===== config.mk =====
export PLATFORM = sky130hd
export DESIGN_NAME = ethernet_rx_address_filter
export DESIGN_NICKNAME = d
export VERILOG_FILES = /design/src/eth_rx_pkg.sv /design/src/ethernet_rx_address_filter.sv /design/src/crc32_byte.sv
export SDC_FILE = /design/constraint.sdc
export NUM_CORES = 1
export LEC_CHECK = 0
export ABC_AREA = 1
export BUFFER_PORTS_ARGS = -buffer_cell sky130_fd_sc_hd__buf_2
export CORE_MARGIN = 1.5
export CORE_UTILIZATION = 45
export DETAILED_ROUTE_END_ITERATION = 8
export GPL_TIMING_DRIVEN = 0
export PLACE_DENSITY = 0.61
export SETUP_SLACK_MARGIN = 0.02
export SLEW_MARGIN = 20
export SYNTH_ARGS = -nofsm -noshare
export SYNTH_HDL_FRONTEND = slang
export SYNTH_SLANG_ARGS = --single-unit

===== constraint.sdc =====
create_clock -name ref_clk -period 3.15 [get_ports ref_clk]
set_clock_uncertainty 0.05 [all_clocks]
set_input_delay 0 -clock ref_clk [delete_from_list [all_inputs] [get_ports ref_clk]]
set_output_delay 0 -clock ref_clk [all_outputs]
set_load 0.005 [all_outputs]

===== src/eth_rx_pkg.sv =====
// Shared constants and types for the receive address filter
package eth_rx_pkg;
  localparam int ADDR_W = 6;
  // Register byte offsets
  localparam logic [ADDR_W-1:0] OFF_FEATURE = 6'h00;
  localparam logic [ADDR_W-1:0] OFF_MODE = 6'h04;
  localparam logic [ADDR_W-1:0] OFF_STA_LO = 6'h08;
  localparam logic [ADDR_W-1:0] OFF_STA_HI = 6'h0C;
  localparam logic [ADDR_W-1:0] OFF_HASH_LO = 6'h10;
  localparam logic [ADDR_W-1:0] OFF_HASH_HI = 6'h14;
  localparam logic [ADDR_W-1:0] OFF_FIFO_THR = 6'h18;
  localparam logic [ADDR_W-1:0] OFF_TEST = 6'h1C;
  localparam logic [ADDR_W-1:0] OFF_PROTECT = 6'h20;
  localparam logic [ADDR_W-1:0] OFF_STYLE = 6'h24;
  localparam logic [ADDR_W-1:0] OFF_DESC = 6'h28;
  // Field positions
  localparam int PAD_STRIP_BIT = 0;
  localparam int EXT_FILTER_BIT = 1;
  localparam int DIS_UNI_BIT = 13;
  localparam int DIS_BC_BIT = 14;
  localparam int PROMISC_BIT = 15;
  localparam int RUNT_BIT = 0;
  localparam int STA_MATCH_BIT = 22;
  localparam int HASH_MATCH_BIT = 21;
  localparam int BC_MATCH_BIT = 20;
  localparam int CRC_ERR_BIT = 27;
  localparam int DISCARD_BIT = 30;
  // Reset values
  localparam logic [1:0] WM_RESET = 2'h1;
  localparam logic [15:0] PROTECT_RESET = 16'h0040;
  localparam logic [7:0] STYLE_RESET = 8'h00;
  // Frame constants (byte counts, nibble codes, CRC values) and response codes
  localparam logic [15:0] MIN_FRAME = 16'h0040;
  localparam logic [15:0] RUNT_MIN = 16'h000C;
  localparam logic [15:0] PAD_LIMIT = 16'h002E;
  localparam logic [15:0] HDR_LEN = 16'h000E;
  localparam logic [15:0] DA_LEN = 16'h0006;
  localparam logic [15:0] LEN_HI_IDX = 16'h000C;
  localparam logic [15:0] LEN_LO_IDX = 16'h000D;
  localparam logic [3:0] PRE_NIB = 4'h5;
  localparam logic [3:0] SFD_NIB = 4'hD;
  localparam logic [31:0] CRC_INIT = 32'hFFFFFFFF;
  localparam logic [31:0] CRC_POLY = 32'hEDB88320;
  localparam logic [31:0] CRC_RESIDUE = 32'hDEBB20E3;
  localparam logic [1:0] RESP_OKAY = 2'h0;
  localparam logic [1:0] RESP_SLVERR = 2'h2;

  typedef enum logic [1:0] {
    S_IDLE = 2'b00,
    S_SFD = 2'b01,
    S_DATA = 2'b10,
    S_DONE = 2'b11
  } rx_state_t;

  typedef struct packed {
    logic valid;
    logic [7:0] data;
  } rx_beat_t;

  // Watermark code to byte fill level
  function automatic logic [15:0] wm_bytes(input logic [1:0] code);
    unique case (code)
      2'h0: wm_bytes = 16'h0010;
      2'h1: wm_bytes = 16'h0040;
      2'h2: wm_bytes = 16'h0080;
      2'h3: wm_bytes = 16'h0100;
    endcase
  endfunction
endpackage


===== src/ethernet_rx_address_filter.sv =====
// Receive front end: MII capture, address filter, pad strip, CRC check
// Behaviour
// - Pad stripping happens only while feature control bit 0 is one.
// - A stripped frame loses both its pad bytes and its checksum.
// - Strip only when the length field is below 46; otherwise pass unchanged.
// - Checksum is checked over every received byte, pad included.
// - Checksum mismatch sets the checksum error bit of the descriptor.
// - First destination bit zero means unicast, one means multicast.
// - Destination all ones means broadcast.
// - Unicast needs all six bytes equal; first byte against address bits 7:0.
// - Disable-unicast bit 13 rejects unicast unless promiscuous or external filter bit 1 is set.
// - Non-broadcast multicast accepted only on a hash hit, unless promiscuous or external filter bit 1 is set.
// - Broadcast accepted unless disable-broadcast bit 14 is set.
// - Promiscuous bit 15 accepts every frame not externally rejected, ignoring both disable bits.
// - Transfer request starts at the watermark, or at frame end if the watermark is not reached; reset code 01 is 64 bytes.
// - Runt accept lets frames of 12 bytes or more through.
// - Accepted frames carry match flags: 22 station, 21 hash, 20 broadcast.
// - Broadcast frames set only the broadcast flag, never the hash flag.
// - Match flags stay clear in the 16-bit descriptor style.
// - External reject low inside the protect window rejects the frame.
// - A register sets the length of the protect window.
// - Frames under 64 bytes are discarded by default.
`timescale 1ns/1ps
module ethernet_rx_address_filter
  import eth_rx_pkg::*;
#(
  parameter int AW = eth_rx_pkg::ADDR_W
) (
  input wire logic ref_clk, // System clock, 40 MHz
  input wire logic rst, // Sync reset, active high
  input wire logic mii_rx_clk, // MII receive clock, sampled
  input wire logic mii_rx_dv, // MII data valid
  input wire logic [3:0] mii_rxd, // MII receive nibble
  input wire logic external_reject_n, // External filter reject, low
  input wire logic [AW-1:0] s_axi_awaddr, // Write address
  input wire logic s_axi_awvalid, // Write address valid
  output logic s_axi_awready, // Write address ready
  input wire logic [31:0] s_axi_wdata, // Write data
  input wire logic [3:0] s_axi_wstrb, // Write byte enables
  input wire logic s_axi_wvalid, // Write data valid
  output logic s_axi_wready, // Write data ready
  output logic [1:0] s_axi_bresp, // Write response
  output logic s_axi_bvalid, // Write response valid
  input wire logic s_axi_bready, // Write response ready
  input wire logic [AW-1:0] s_axi_araddr, // Read address
  input wire logic s_axi_arvalid, // Read address valid
  output logic s_axi_arready, // Read address ready
  output logic [31:0] s_axi_rdata, // Read data
  output logic [1:0] s_axi_rresp, // Read response
  output logic s_axi_rvalid, // Read data valid
  input wire logic s_axi_rready, // Read data ready
  output eth_rx_pkg::rx_beat_t rx_beat, // Byte toward receive FIFO
  output logic desc_valid, // Frame end, descriptor pulse
  output logic [31:0] rx_descriptor_word1, // Frame status word
  output logic dma_request // Watermark reached or frame end
);
  import eth_rx_pkg::*;

  if (AW < ADDR_W) begin : g_bad_aw
    $error("AW too narrow for register map");
  end

  // Synchronisers for the MII pins and the external reject input
  logic [1:0] rck_s, dv_s, rej_s;
  logic [3:0] d1_s, d2_s;
  logic rck_prev_q;
  always_ff @(posedge ref_clk) begin
    rck_s <= {rck_s[0], mii_rx_clk};
    dv_s <= {dv_s[0], mii_rx_dv};
    rej_s <= {rej_s[0], external_reject_n};
    d1_s <= mii_rxd;
    d2_s <= d1_s;
    rck_prev_q <= rck_s[1];
  end
  // Falling edge: data is mid-bit there, safe from the launch edge
  logic fall;
  assign fall = rck_prev_q && !rck_s[1];

  // Registers
  logic strip_en_q, ext_filter_en_q, dis_uni_q, dis_bc_q, promisc_q, runt_en_q;
  logic [47:0] station_address;
  logic [63:0] multicast_hash_filter;
  logic [1:0] rx_fifo_watermark;
  logic [15:0] protect_q;
  logic [7:0] descriptor_style;

  // Frame state
  rx_state_t st_q;
  logic half_q, byte_stb_q, strip_fr_q, len_ok_q, ext_rej_q;
  logic [3:0] lo_q;
  logic [7:0] byte_q;
  logic [15:0] cnt_q, len_q, out_cnt_q;
  logic [47:0] da_q;
  logic [5:0] hidx_q;
  logic [31:0] crc_q;

  always_ff @(posedge ref_clk) begin
    if (rst) begin
      st_q <= S_IDLE;
    end else begin
      unique case (st_q)
        S_IDLE: if (fall && dv_s[1] && d2_s == PRE_NIB) begin
          st_q <= S_SFD;
        end
        // Carrier loss ends the frame even when the link clock stops
        S_SFD: if (!dv_s[1]) begin
          st_q <= S_IDLE;
        end else if (fall && d2_s == SFD_NIB) begin
          st_q <= S_DATA;
        end
        S_DATA: if (!dv_s[1]) begin
          st_q <= S_DONE;
        end
        S_DONE: st_q <= S_IDLE;
      endcase
    end
  end

  // Nibble pairing, low nibble first
  always_ff @(posedge ref_clk) begin
    if (rst || st_q != S_DATA) begin
      half_q <= 1'b0;
      lo_q <= 4'h0;
      byte_stb_q <= 1'b0;
      byte_q <= 8'h00;
    end else begin
      byte_stb_q <= fall && dv_s[1] && half_q;
      if (fall && dv_s[1]) begin
        half_q <= !half_q;
        if (half_q) begin
          byte_q <= {d2_s, lo_q};
        end else begin
          lo_q <= d2_s;
        end
      end
    end
  end

  // Checksum over every byte, pad and checksum included
  crc32_byte u_crc (
    .ref_clk(ref_clk),
    .rst(rst),
    .clear(st_q == S_IDLE),
    .en(byte_stb_q),
    .data(byte_q),
    .crc_q(crc_q)
  );

  // Header capture
  always_ff @(posedge ref_clk) begin
    if (rst || st_q == S_IDLE) begin
      cnt_q <= 16'h0000;
      len_q <= 16'h0000;
      len_ok_q <= 1'b0;
      da_q <= 48'h000000000000;
      hidx_q <= 6'h00;
      strip_fr_q <= strip_en_q;
    end else if (byte_stb_q) begin
      cnt_q <= cnt_q + 16'h0001;
      if (cnt_q < DA_LEN) begin
        da_q[cnt_q[2:0]*8 +: 8] <= byte_q;
      end
      // Remainder after six address bytes indexes the hash table
      if (cnt_q == DA_LEN) begin
        hidx_q <= crc_q[31:26];
      end
      if (cnt_q == LEN_HI_IDX) begin
        len_q[15:8] <= byte_q;
      end
      if (cnt_q == LEN_LO_IDX) begin
        len_q[7:0] <= byte_q;
        len_ok_q <= 1'b1;
      end
    end
  end

  // External reject honoured only inside the protect window
  always_ff @(posedge ref_clk) begin
    if (rst || st_q == S_IDLE) begin
      ext_rej_q <= 1'b0;
    end else if (st_q == S_DATA && !rej_s[1] && cnt_q < protect_q) begin
      ext_rej_q <= 1'b1;
    end
  end

  // Pad stripping cuts payload after header plus length, checksum too
  logic strip_act, keep;
  logic [16:0] keep_lim;
  assign strip_act = strip_fr_q && len_ok_q && len_q < PAD_LIMIT;
  assign keep_lim = {1'b0, HDR_LEN} + {1'b0, len_q};
  assign keep = !(strip_act && {1'b0, cnt_q} >= keep_lim);

  always_ff @(posedge ref_clk) begin
    if (rst) begin
      rx_beat <= '0;
    end else begin
      rx_beat.valid <= byte_stb_q && keep;
      rx_beat.data <= byte_q;
    end
  end

  // Watermark request
  always_ff @(posedge ref_clk) begin
    if (rst || st_q == S_IDLE) begin
      out_cnt_q <= 16'h0000;
      dma_request <= 1'b0;
    end else begin
      if (rx_beat.valid) begin
        out_cnt_q <= out_cnt_q + 16'h0001;
      end
      dma_request <= out_cnt_q >= wm_bytes(rx_fifo_watermark) || st_q == S_DONE;
    end
  end

  // Frame decision
  logic is_mc, is_bc, sta_hit, hash_hit, station_match_flag, hash_match_flag;
  logic broadcast_match_flag;
  logic accept, runt_bad, crc_bad, discard, flags_on;
  always_comb begin
    is_mc = da_q[0];
    is_bc = &da_q;
    sta_hit = !is_mc && da_q == station_address;
    hash_hit = is_mc && !is_bc && multicast_hash_filter[hidx_q];
    station_match_flag = sta_hit && !dis_uni_q;
    broadcast_match_flag = is_bc && !dis_bc_q;
    hash_match_flag = hash_hit;
    accept = (promisc_q || station_match_flag || broadcast_match_flag || hash_match_flag
              || ext_filter_en_q) && !(ext_filter_en_q && ext_rej_q);
    runt_bad = cnt_q < MIN_FRAME && !(runt_en_q && cnt_q >= RUNT_MIN);
    crc_bad = crc_q != CRC_RESIDUE;
    discard = !accept || runt_bad;
    flags_on = descriptor_style != STYLE_RESET;
  end

  always_ff @(posedge ref_clk) begin
    if (rst) begin
      desc_valid <= 1'b0;
      rx_descriptor_word1 <= 32'h00000000;
    end else begin
      desc_valid <= st_q == S_DONE;
      if (st_q == S_DONE) begin
        rx_descriptor_word1 <= {16'h0000, cnt_q};
        rx_descriptor_word1[CRC_ERR_BIT] <= crc_bad;
        rx_descriptor_word1[DISCARD_BIT] <= discard;
        rx_descriptor_word1[STA_MATCH_BIT] <= flags_on && !discard && station_match_flag;
        rx_descriptor_word1[HASH_MATCH_BIT] <= flags_on && !discard && hash_match_flag;
        rx_descriptor_word1[BC_MATCH_BIT] <= flags_on && !discard && broadcast_match_flag;
      end
    end
  end

  // Register read view and AXI4-Lite slave
  function automatic logic [31:0] reg_view(input logic [AW-1:0] a);
    logic [31:0] v;
    v = 32'h00000000;
    unique case (a)
      OFF_FEATURE: begin
        v[PAD_STRIP_BIT] = strip_en_q;
        v[EXT_FILTER_BIT] = ext_filter_en_q;
      end
      OFF_MODE: begin
        v[DIS_UNI_BIT] = dis_uni_q;
        v[DIS_BC_BIT] = dis_bc_q;
        v[PROMISC_BIT] = promisc_q;
      end
      OFF_STA_LO: v = station_address[31:0];
      OFF_STA_HI: v[15:0] = station_address[47:32];
      OFF_HASH_LO: v = multicast_hash_filter[31:0];
      OFF_HASH_HI: v = multicast_hash_filter[63:32];
      OFF_FIFO_THR: v[1:0] = rx_fifo_watermark;
      OFF_TEST: v[RUNT_BIT] = runt_en_q;
      OFF_PROTECT: v[15:0] = protect_q;
      OFF_STYLE: v[7:0] = descriptor_style;
      OFF_DESC: v = rx_descriptor_word1;
      default: v = 32'h00000000;
    endcase
    return v;
  endfunction

  function automatic logic mapped(input logic [AW-1:0] a);
    return a <= OFF_DESC && a[1:0] == 2'h0;
  endfunction

  function automatic logic [31:0] merge(input logic [31:0] o, input logic [31:0] n,
                                         input logic [3:0] s);
    logic [31:0] r;
    r = o;
    for (int i = 0; i < 4; i++) begin
      if (s[i]) begin
        r[i*8 +: 8] = n[i*8 +: 8];
      end
    end
    return r;
  endfunction

  logic aw_full_q, w_full_q, do_wr;
  logic [AW-1:0] aw_q;
  logic [31:0] w_q, wv;
  logic [3:0] ws_q;
  assign do_wr = aw_full_q && w_full_q && !s_axi_bvalid;
  // Process form so register changes re-evaluate the merged value
  always_comb wv = merge(reg_view(aw_q), w_q, ws_q);

  always_ff @(posedge ref_clk) begin
    if (rst) begin
      aw_full_q <= 1'b0;
      w_full_q <= 1'b0;
      s_axi_awready <= 1'b1;
      s_axi_wready <= 1'b1;
      s_axi_bvalid <= 1'b0;
      s_axi_bresp <= RESP_OKAY;
      aw_q <= '0;
      w_q <= 32'h00000000;
      ws_q <= 4'h0;
    end else begin
      if (s_axi_awvalid && s_axi_awready) begin
        aw_q <= s_axi_awaddr;
        aw_full_q <= 1'b1;
        s_axi_awready <= 1'b0;
      end
      if (s_axi_wvalid && s_axi_wready) begin
        w_q <= s_axi_wdata;
        ws_q <= s_axi_wstrb;
        w_full_q <= 1'b1;
        s_axi_wready <= 1'b0;
      end
      if (do_wr) begin
        aw_full_q <= 1'b0;
        w_full_q <= 1'b0;
        s_axi_bvalid <= 1'b1;
        s_axi_bresp <= (mapped(aw_q) && aw_q != OFF_DESC) ? RESP_OKAY : RESP_SLVERR;
      end
      if (s_axi_bvalid && s_axi_bready) begin
        s_axi_bvalid <= 1'b0;
        s_axi_awready <= 1'b1;
        s_axi_wready <= 1'b1;
      end
    end
  end

  always_ff @(posedge ref_clk) begin
    if (rst) begin
      strip_en_q <= 1'b0;
      ext_filter_en_q <= 1'b0;
      dis_uni_q <= 1'b0;
      dis_bc_q <= 1'b0;
      promisc_q <= 1'b0;
      runt_en_q <= 1'b0;
      station_address <= 48'h000000000000;
      multicast_hash_filter <= 64'h0000000000000000;
      rx_fifo_watermark <= WM_RESET;
      protect_q <= PROTECT_RESET;
      descriptor_style <= STYLE_RESET;
    end else if (do_wr) begin
      unique case (aw_q)
        OFF_FEATURE: begin
          strip_en_q <= wv[PAD_STRIP_BIT];
          ext_filter_en_q <= wv[EXT_FILTER_BIT];
        end
        OFF_MODE: begin
          dis_uni_q <= wv[DIS_UNI_BIT];
          dis_bc_q <= wv[DIS_BC_BIT];
          promisc_q <= wv[PROMISC_BIT];
        end
        OFF_STA_LO: station_address[31:0] <= wv;
        OFF_STA_HI: station_address[47:32] <= wv[15:0];
        OFF_HASH_LO: multicast_hash_filter[31:0] <= wv;
        OFF_HASH_HI: multicast_hash_filter[63:32] <= wv;
        OFF_FIFO_THR: rx_fifo_watermark <= wv[1:0];
        OFF_TEST: runt_en_q <= wv[RUNT_BIT];
        OFF_PROTECT: protect_q <= wv[15:0];
        OFF_STYLE: descriptor_style <= wv[7:0];
        default: ;
      endcase
    end
  end

  always_ff @(posedge ref_clk) begin
    if (rst) begin
      s_axi_arready <= 1'b1;
      s_axi_rvalid <= 1'b0;
      s_axi_rdata <= 32'h00000000;
      s_axi_rresp <= RESP_OKAY;
    end else begin
      if (s_axi_arvalid && s_axi_arready) begin
        s_axi_arready <= 1'b0;
        s_axi_rvalid <= 1'b1;
        s_axi_rdata <= reg_view(s_axi_araddr);
        s_axi_rresp <= mapped(s_axi_araddr) ? RESP_OKAY : RESP_SLVERR;
      end
      if (s_axi_rvalid && s_axi_rready) begin
        s_axi_rvalid <= 1'b0;
        s_axi_arready <= 1'b1;
      end
    end
  end
endmodule


===== src/crc32_byte.sv =====
// Byte-serial reflected CRC-32 engine
`timescale 1ns/1ps
module crc32_byte
  import eth_rx_pkg::*;
(
  input wire logic ref_clk, // System clock
  input wire logic rst, // Sync reset, active high
  input wire logic clear, // Reload initial value
  input wire logic en, // One byte this cycle
  input wire logic [7:0] data, // Byte, LSB first on wire
  output logic [31:0] crc_q // Running remainder
);
  function automatic logic [31:0] crc_step(input logic [31:0] c, input logic [7:0] d);
    logic [31:0] r;
    r = c;
    for (int i = 0; i < 8; i++) begin
      if (r[0] ^ d[i]) begin
        r = (r >> 1) ^ CRC_POLY;
      end else begin
        r = r >> 1;
      end
    end
    return r;
  endfunction

  always_ff @(posedge ref_clk) begin
    if (rst || clear) begin
      crc_q <= CRC_INIT;
    end else if (en) begin
      crc_q <= crc_step(crc_q, data);
    end
  end
endmodule


* Word-level counts from Yosys, hierarchy flattened
Index checks and enable logic that the tools add are counted.
Cells by class: $add $sub $neg 4, multipliers 0, div/mod/pow operators 0, magnitude comparators 10, equality and inequality tests 38, shift operators 2, muxes and demuxes 50, bitwise operators 17, reduce and logical (&&, ||, !) cells 83
Operators by type and width (number):
- 32-bit two-way mux | 22
- 16-bit one-hot mux with 4 select lines | 2
- 13-bit inverter with 14-bit output | 8
- 6-bit one-hot mux with 7 select lines | 2
- 5-bit one-hot mux with 6 select lines | 2
- 48-bit bitwise mux | 1
- 48-bit equality test | 1
- 6-bit by 5-bit equality test with 1-bit output (second input constant) | 8
- 48-bit AND reduction | 1
- 8-bit by 34-bit variable shift with 48-bit output (first input constant) | 1
- 8-bit by 34-bit variable part select with 48-bit output | 1
- 6-bit equality test (second input constant) | 6
- 1-bit logical AND | 34
- 6-bit negator with 34-bit output | 1
- 16-bit by 1-bit adder with 16-bit output (second input constant) | 2
- 16-bit by 4-bit equality test with 1-bit output (second input constant) | 2
- 8-bit two-way mux | 4
- 32-bit != test (second input constant) | 1
- 16-bit one-hot mux with 2 select lines | 1
- 2-bit AND reduction | 16
- 6-bit by 4-bit equality test with 1-bit output (second input constant) | 4
- 3-bit one-hot mux with 7 select lines | 1
- 1-bit one-hot mux with 9 select lines | 2
- 4-bit by 16-bit adder with 17-bit output (first input constant) | 1
- other kinds (35) | 80
Word-level totals: bits in registers 429, latch bits 0, bits in writable memories 0, ROM bits 0, input port bits 62, output and inout bits 84, word-level logic and storage cells 256, memories 0

* Logic depth before layout (Yosys ltp)
depth in word-level cells 30, mapped depth 18, depth with buffers taken out 18

* Cells and area by module
A second synthesis with hierarchy kept.
Unflattened totals: cells, all modules 3079, area, all modules 21563.2 µm²
By module, submodules not included:
- ethernet_rx_address_filter | times used 1, cells an instance 2702, area each 19301.0 µm², seq. area each 7917.6 µm²
- crc32_byte | times used 1, cells an instance 377, area each 2262.2 µm², seq. area each 640.6 µm²

* Worst setup path before layout
Ideal clock, no wire load.
kind reg-to-reg, start register len_q[1], end register rx_beat[8] in the netlist's numbering, library setup time 0.124 ns, arrival time 2.353 ns, data required time 2.976 ns, slack 0.623 ns, stages on the path, launching flop included 16, path buffers 0, clock period less this slack 2.527 ns, cell sequence dfxtp_1 > inv_1 > ha_1 > a21oi_1 > nand3_1 > nor2_1 > nand3_1 > or2_2 > nor3_1 > xor2_1 > ha_1 > nand2_1 > nor3_1 > a21oi_1 > nand2_1 > a21oi_1
Between the ends: longest elaborated chain between the ends 5, elaborated cells between the ends (all ways) 7, classes of those cells add/sub (1); order compare (2); reduce/logical (4)
Ends and longest elaborated chain:
- start, declared | line ethernet_rx_address_filter.sv:92 | logic [15:0] cnt_q, len_q, out_cnt_q;
- start signal, assigned | line ethernet_rx_address_filter.sv:171 | len_q[7:0] <= byte_q;
- 4-bit by 16-bit adder with 17-bit output or 16-bit by 6-bit < comparator with 1-bit output (tied branches) | line ethernet_rx_address_filter.sv:190, ethernet_rx_address_filter.sv:189
- 16-bit by 17-bit >= comparator with 1-bit output or 1-bit logical AND (tied branches) | line ethernet_rx_address_filter.sv:191, ethernet_rx_address_filter.sv:189
- 1-bit logical AND * | line ethernet_rx_address_filter.sv:191 | assign keep = !(strip_act && {1'b0, cnt_q} >= keep_lim);
- 1-bit zero test * | line ethernet_rx_address_filter.sv:191
- 1-bit logical AND * | line ethernet_rx_address_filter.sv:197 | rx_beat.valid <= byte_stb_q && keep;
- end, declared | line ethernet_rx_address_filter.sv:52 | output eth_rx_pkg::rx_beat_t rx_beat,
Mark *: on every way between the ends. The rest lies on a longest branch, timed or not. A chain may end at the register's enable or synchronous reset.

* Final worst setup path
start register hidx_q[0], end register rx_descriptor_word1[20]
Between the ends: longest elaborated chain between the ends 11
Ends and longest elaborated chain:
- start, declared | line ethernet_rx_address_filter.sv:94 | logic [5:0] hidx_q;
- start signal, assigned | line ethernet_rx_address_filter.sv:165 | hidx_q <= crc_q[31:26];
- 1-bit binary-select mux with 6-bit select | line ethernet_rx_address_filter.sv:223 | hash_hit = is_mc && !is_bc && multicast_hash_filter[hidx_q];
- 1-bit two-way mux (implied by the code) | line ethernet_rx_address_filter.sv:223
- 1-bit logical AND | line ethernet_rx_address_filter.sv:223
- 1-bit logical OR | line ethernet_rx_address_filter.sv:227 | accept = (promisc_q || station_match_flag || broadcast_match_flag || hash_match_flag
- 1-bit logical OR | line ethernet_rx_address_filter.sv:228 | || ext_filter_en_q) && !(ext_filter_en_q && ext_rej_q);
- 1-bit logical AND | line ethernet_rx_address_filter.sv:228
- 1-bit zero test | line ethernet_rx_address_filter.sv:231 | discard = !accept || runt_bad;
- 1-bit logical OR | line ethernet_rx_address_filter.sv:231
- 1-bit zero test | line ethernet_rx_address_filter.sv:247 | rx_descriptor_word1[BC_MATCH_BIT] <= flags_on && !discard && broadcast_match_flag;
- 1-bit logical AND (2 in a row) | line ethernet_rx_address_filter.sv:247
- end signal, assigned by index | line ethernet_rx_address_filter.sv:245 | rx_descriptor_word1[STA_MATCH_BIT] <= flags_on && !discard && station_match_flag;
- end signal, assigned by index | line ethernet_rx_address_filter.sv:246 | rx_descriptor_word1[HASH_MATCH_BIT] <= flags_on && !discard && hash_match_flag;
- end signal, assigned by index | line ethernet_rx_address_filter.sv:247
- end, declared | line ethernet_rx_address_filter.sv:54 | output logic [31:0] rx_descriptor_word1,
No other way between the ends. The select of a mux whose other input is x is not followed.

==> impl_metrics.tcl <==
set metrics [dict create \
    status "completed" \
    grt_usage 0.3879 \
    syn_area_per_cell_um2 7.183 \
    placed_cells 3686 \
    hold_viol_final 0 \
    maxSlewViolCount 0 \
    power.density_nw_per_um2 495.5 \
    layout_commonest_cell "dfxtp_1" \
    fin_nets 3320 \
    relSlewSlack 0.2573 \
    final_cells 3861 \
    final_cell_mix "dfxtp_1 (425), inv_1 (416), nand2_1 (404), a21oi_1 (368), o21ai_0 (247)" \
    routedWlPerCell_um 24.48 \
    cts_tree "built" \
    cts_root_buffer "clkbuf_16" \
    place_congestion 1.000 \
    netlist_instances 2936 \
    clock_sinks 427 \
    drt_first_pass_iters 5 \
    critPathKind "flop to flop" \
    numCtsBuffers 48 \
    async_reset_ff_frac 0 \
    htree_levels 2 \
    avgViaCountPerCell 5.803 \
    crit_arrival_ns 3.43 \
    boundaryPins 146 \
    area_delta_synth_final_pct 19.24 \
    cts_max_path_buffers 3 \
    yosys.area_share.simple 0.1746 \
    postLayoutCoreUtil 0.5425 \
    slowest_stage "clkbuf_1" \
    grt_pass1_vias 20834 \
    wl_um 94520 \
    die-area_um2 48180 \
    place_hpwl_um 73430 \
    ys_warn_count 0 \
    drc 0 \
    synth.ff_latch_count 427 \
    drv_cap 0 \
    synth_top_family_by_area "compound AO/OA/AOI/OAI gates" \
    initial_utilization 0.4549 \
    ant_nets 0 \
    die_w_um 219.5 \
    critPathTopFamily "simple AND/OR/NAND/NOR gates" \
    cp.required_ns 3.62 \
    setup_ws_ns 0.1904 \
    fin_crit_ns 2.960 \
    die_h_um 219.5 \
    antenna_found_initial 3 \
    cellLeakagePower_nw 10.37 \
    min-delay-path-class "input pin to flop" \
    synth_edf_count 1 \
    clkTransAtPathRegs_ns 0.06 \
    pre_cts_ws_ns -0.02752 \
    irDropWorstVdd_mv 0.4851 \
    cp-end-kind "flop" \
    clk_latency_ns 0.62 \
    antenna_cells 0 \
    setup_viol 0 \
    synthMuxAreaShare 0 \
    fillers 4536 \
    routed-via-count 22407 \
    grt_start_max_net_pins 15 \
    drive_above_1_share 0.09342 \
    synthAdderAreaFrac 0.02610 \
    synth_compound_area_frac 0.2417 \
    period_share 0.9396 \
    grt_overflow 0 \
    drtIter0Drc 2372 \
    synth_xor_area_frac 0.04337 \
    netlist_area_um2 21090 \
    placementRows 79 \
    synthFlopType "dfxtp_1" \
    synth.distinct_cells 50 \
    io_buffers 131 \
    rsz0062_at_grt "no" \
    max_freq_mhz 337.9 \
    worstMarginPinSlew_ns 1.114 \
    core_um2 46360 \
    path_max_fanout 10 \
    seq_area_frac_synth 0.4058 \
    start_kind "flop" \
    cp_common_cell "nand3_1" \
    crit_chain "clkbuf_1, clkbuf_1, nand2_1, nand3_1, nand3_1, nand3_1, nand3_1, nand3_1, nand3_1, nand2_1, nand3_1, a21oi_1" \
    crit_buf_inv 2 \
    grt_pass1_wl_um 135800 \
    slowest_delay_ns 0.61 \
]
[cells by family after synthesis]
| kind of cell | after synthesis |
|---|---|
| compound gates | 926 |
| xor+xnor | 89 |
| fa+ha+maj | 44 |
| buf+inv | 591 |
| flops | 427 |
| other cells | 1 |
| simple gates | 858 |
[layout make-up]
| class | count | area [um^2] | share of cell area |
|---|---|---|---|
| tap | 607 | 759.5 | 0.03020 |
| inverter | 443 | 1663 | 0.06612 |
| sequential | 427 | 8559 | 0.3404 |
| clock buffer | 65 | 1375 | 0.05468 |
| timing repair buffer | 216 | 1501 | 0.05970 |
| buffer | 148 | 624.3 | 0.02483 |
| clock inverter | 25 | 351.6 | 0.01398 |
| multi-input combinational | 1930 | 10310 | 0.4101 |
[synthesized netlist by cell type, drive strengths merged, types with 2 or more instances]
master,number,area (um^2)
o21a,8,60.06
o22ai,80,500.5
a31oi,12,75.07
a21oi,369,1847
nor3,32,170.2
xor2,62,550.5
o2111ai,8,70.07
inv,436,1637
xnor2,27,364.1
ha,44,550.5
a211oi,19,142.6
o221ai,14,122.6
or2,10,62.56
nor2,204,803.3
o31ai,8,75.08
nor4,15,106.4
o21ai,353,1774
o211ai,27,202.7
clkbuf,110,412.9
clkinv,7,26.28
o41ai,2,17.52
nand4,40,250.2
a221oi,5,43.79
nand2,404,1516
dfxtp,426,8528
a22oi,16,120.1
o211a,3,30.03
and2,2,12.51
buf,38,207.7
nand3,149,745.7
[sequential cells by signal (all words and copies together) (netlist names), 9 cells and up, named ones only]
name	cells
cnt_q	16
da_q	48
len_q	16
multicast_hash_filter	64
out_cnt_q	16
protect_q	16
rx_beat	9
rx_descriptor_word1	21
s_axi_rdata	32
station_address	48
u_crc.crc_q	32
w_q	32
[power breakdown]
part           switching [mW]  internal [mW]
Combinational           0.542          0.242
Sequential             0.0547           5.48
Clock                    2.48           3.65
[per-layer routing]
| metal | track usage | part of all wire | up-vias |
|---|---|---|---|
| li1 | - | - | 10381 |
| met1 | 0.4730 | 0.39 | 10601 |
| met2 | 0.6292 | 0.45 | 1126 |
| met3 | 0.07578 | 0.090 | 295 |
| met4 | 0.2406 | 0.069 | 4 |
| met5 | 0 | 0.00024 | - |
[timing repair]
| item | 4_1_cts | 5_1_grt |
|---|---|---|
| endpoints found under the setup margin | 4 | 23 |
| cloned | 0 | 0 |
| resized for setup | 1 | 8 |
| endpoints found under the hold margin | 57 | 0 |
| setup buffers | 0 | 2 |
| hold buffers | 83 | 0 |
| pin swaps | 0 | 1 |
[tightest hold or removal path, delay by kind of cell]
kind,cells,cell delay (ns)
compound gates,3,0.34
buf+inv,1,0.12
simple gates,2,0.18
[per-stage QoR]
step	cell area [um^2]	power [mW]	setup TNS (ns)	hold WS (ns)
2_1_floorplan	21140	5.999	0	-0.02228
3_3_place_gp	22550	6.315	0	0.05189
3_5_place_dp	22560	6.321	-0.07949	0.05357
4_1_cts	25120	12.46	0	0.01337
5_1_grt	25150	12.75	0	0.07550
6_report	25150	12.46	0	0.03578
[path summary, 6_finish.rpt]
check / start / to / slack [ns] / cells past startpoint
worst max-delay path: hidx_q[0] / rx_descriptor_word1[20] / 0.19 / 12
worst min-delay path: s_axi_araddr[3] / s_axi_rdata[0] / 0.04 / 6
worst max register to register: hidx_q[0] / rx_descriptor_word1[20] / 0.19 / 12
worst min register to register: d1_s[3] / d2_s[3] / 0.28 / 0
(Power assumes the default switching activity.)
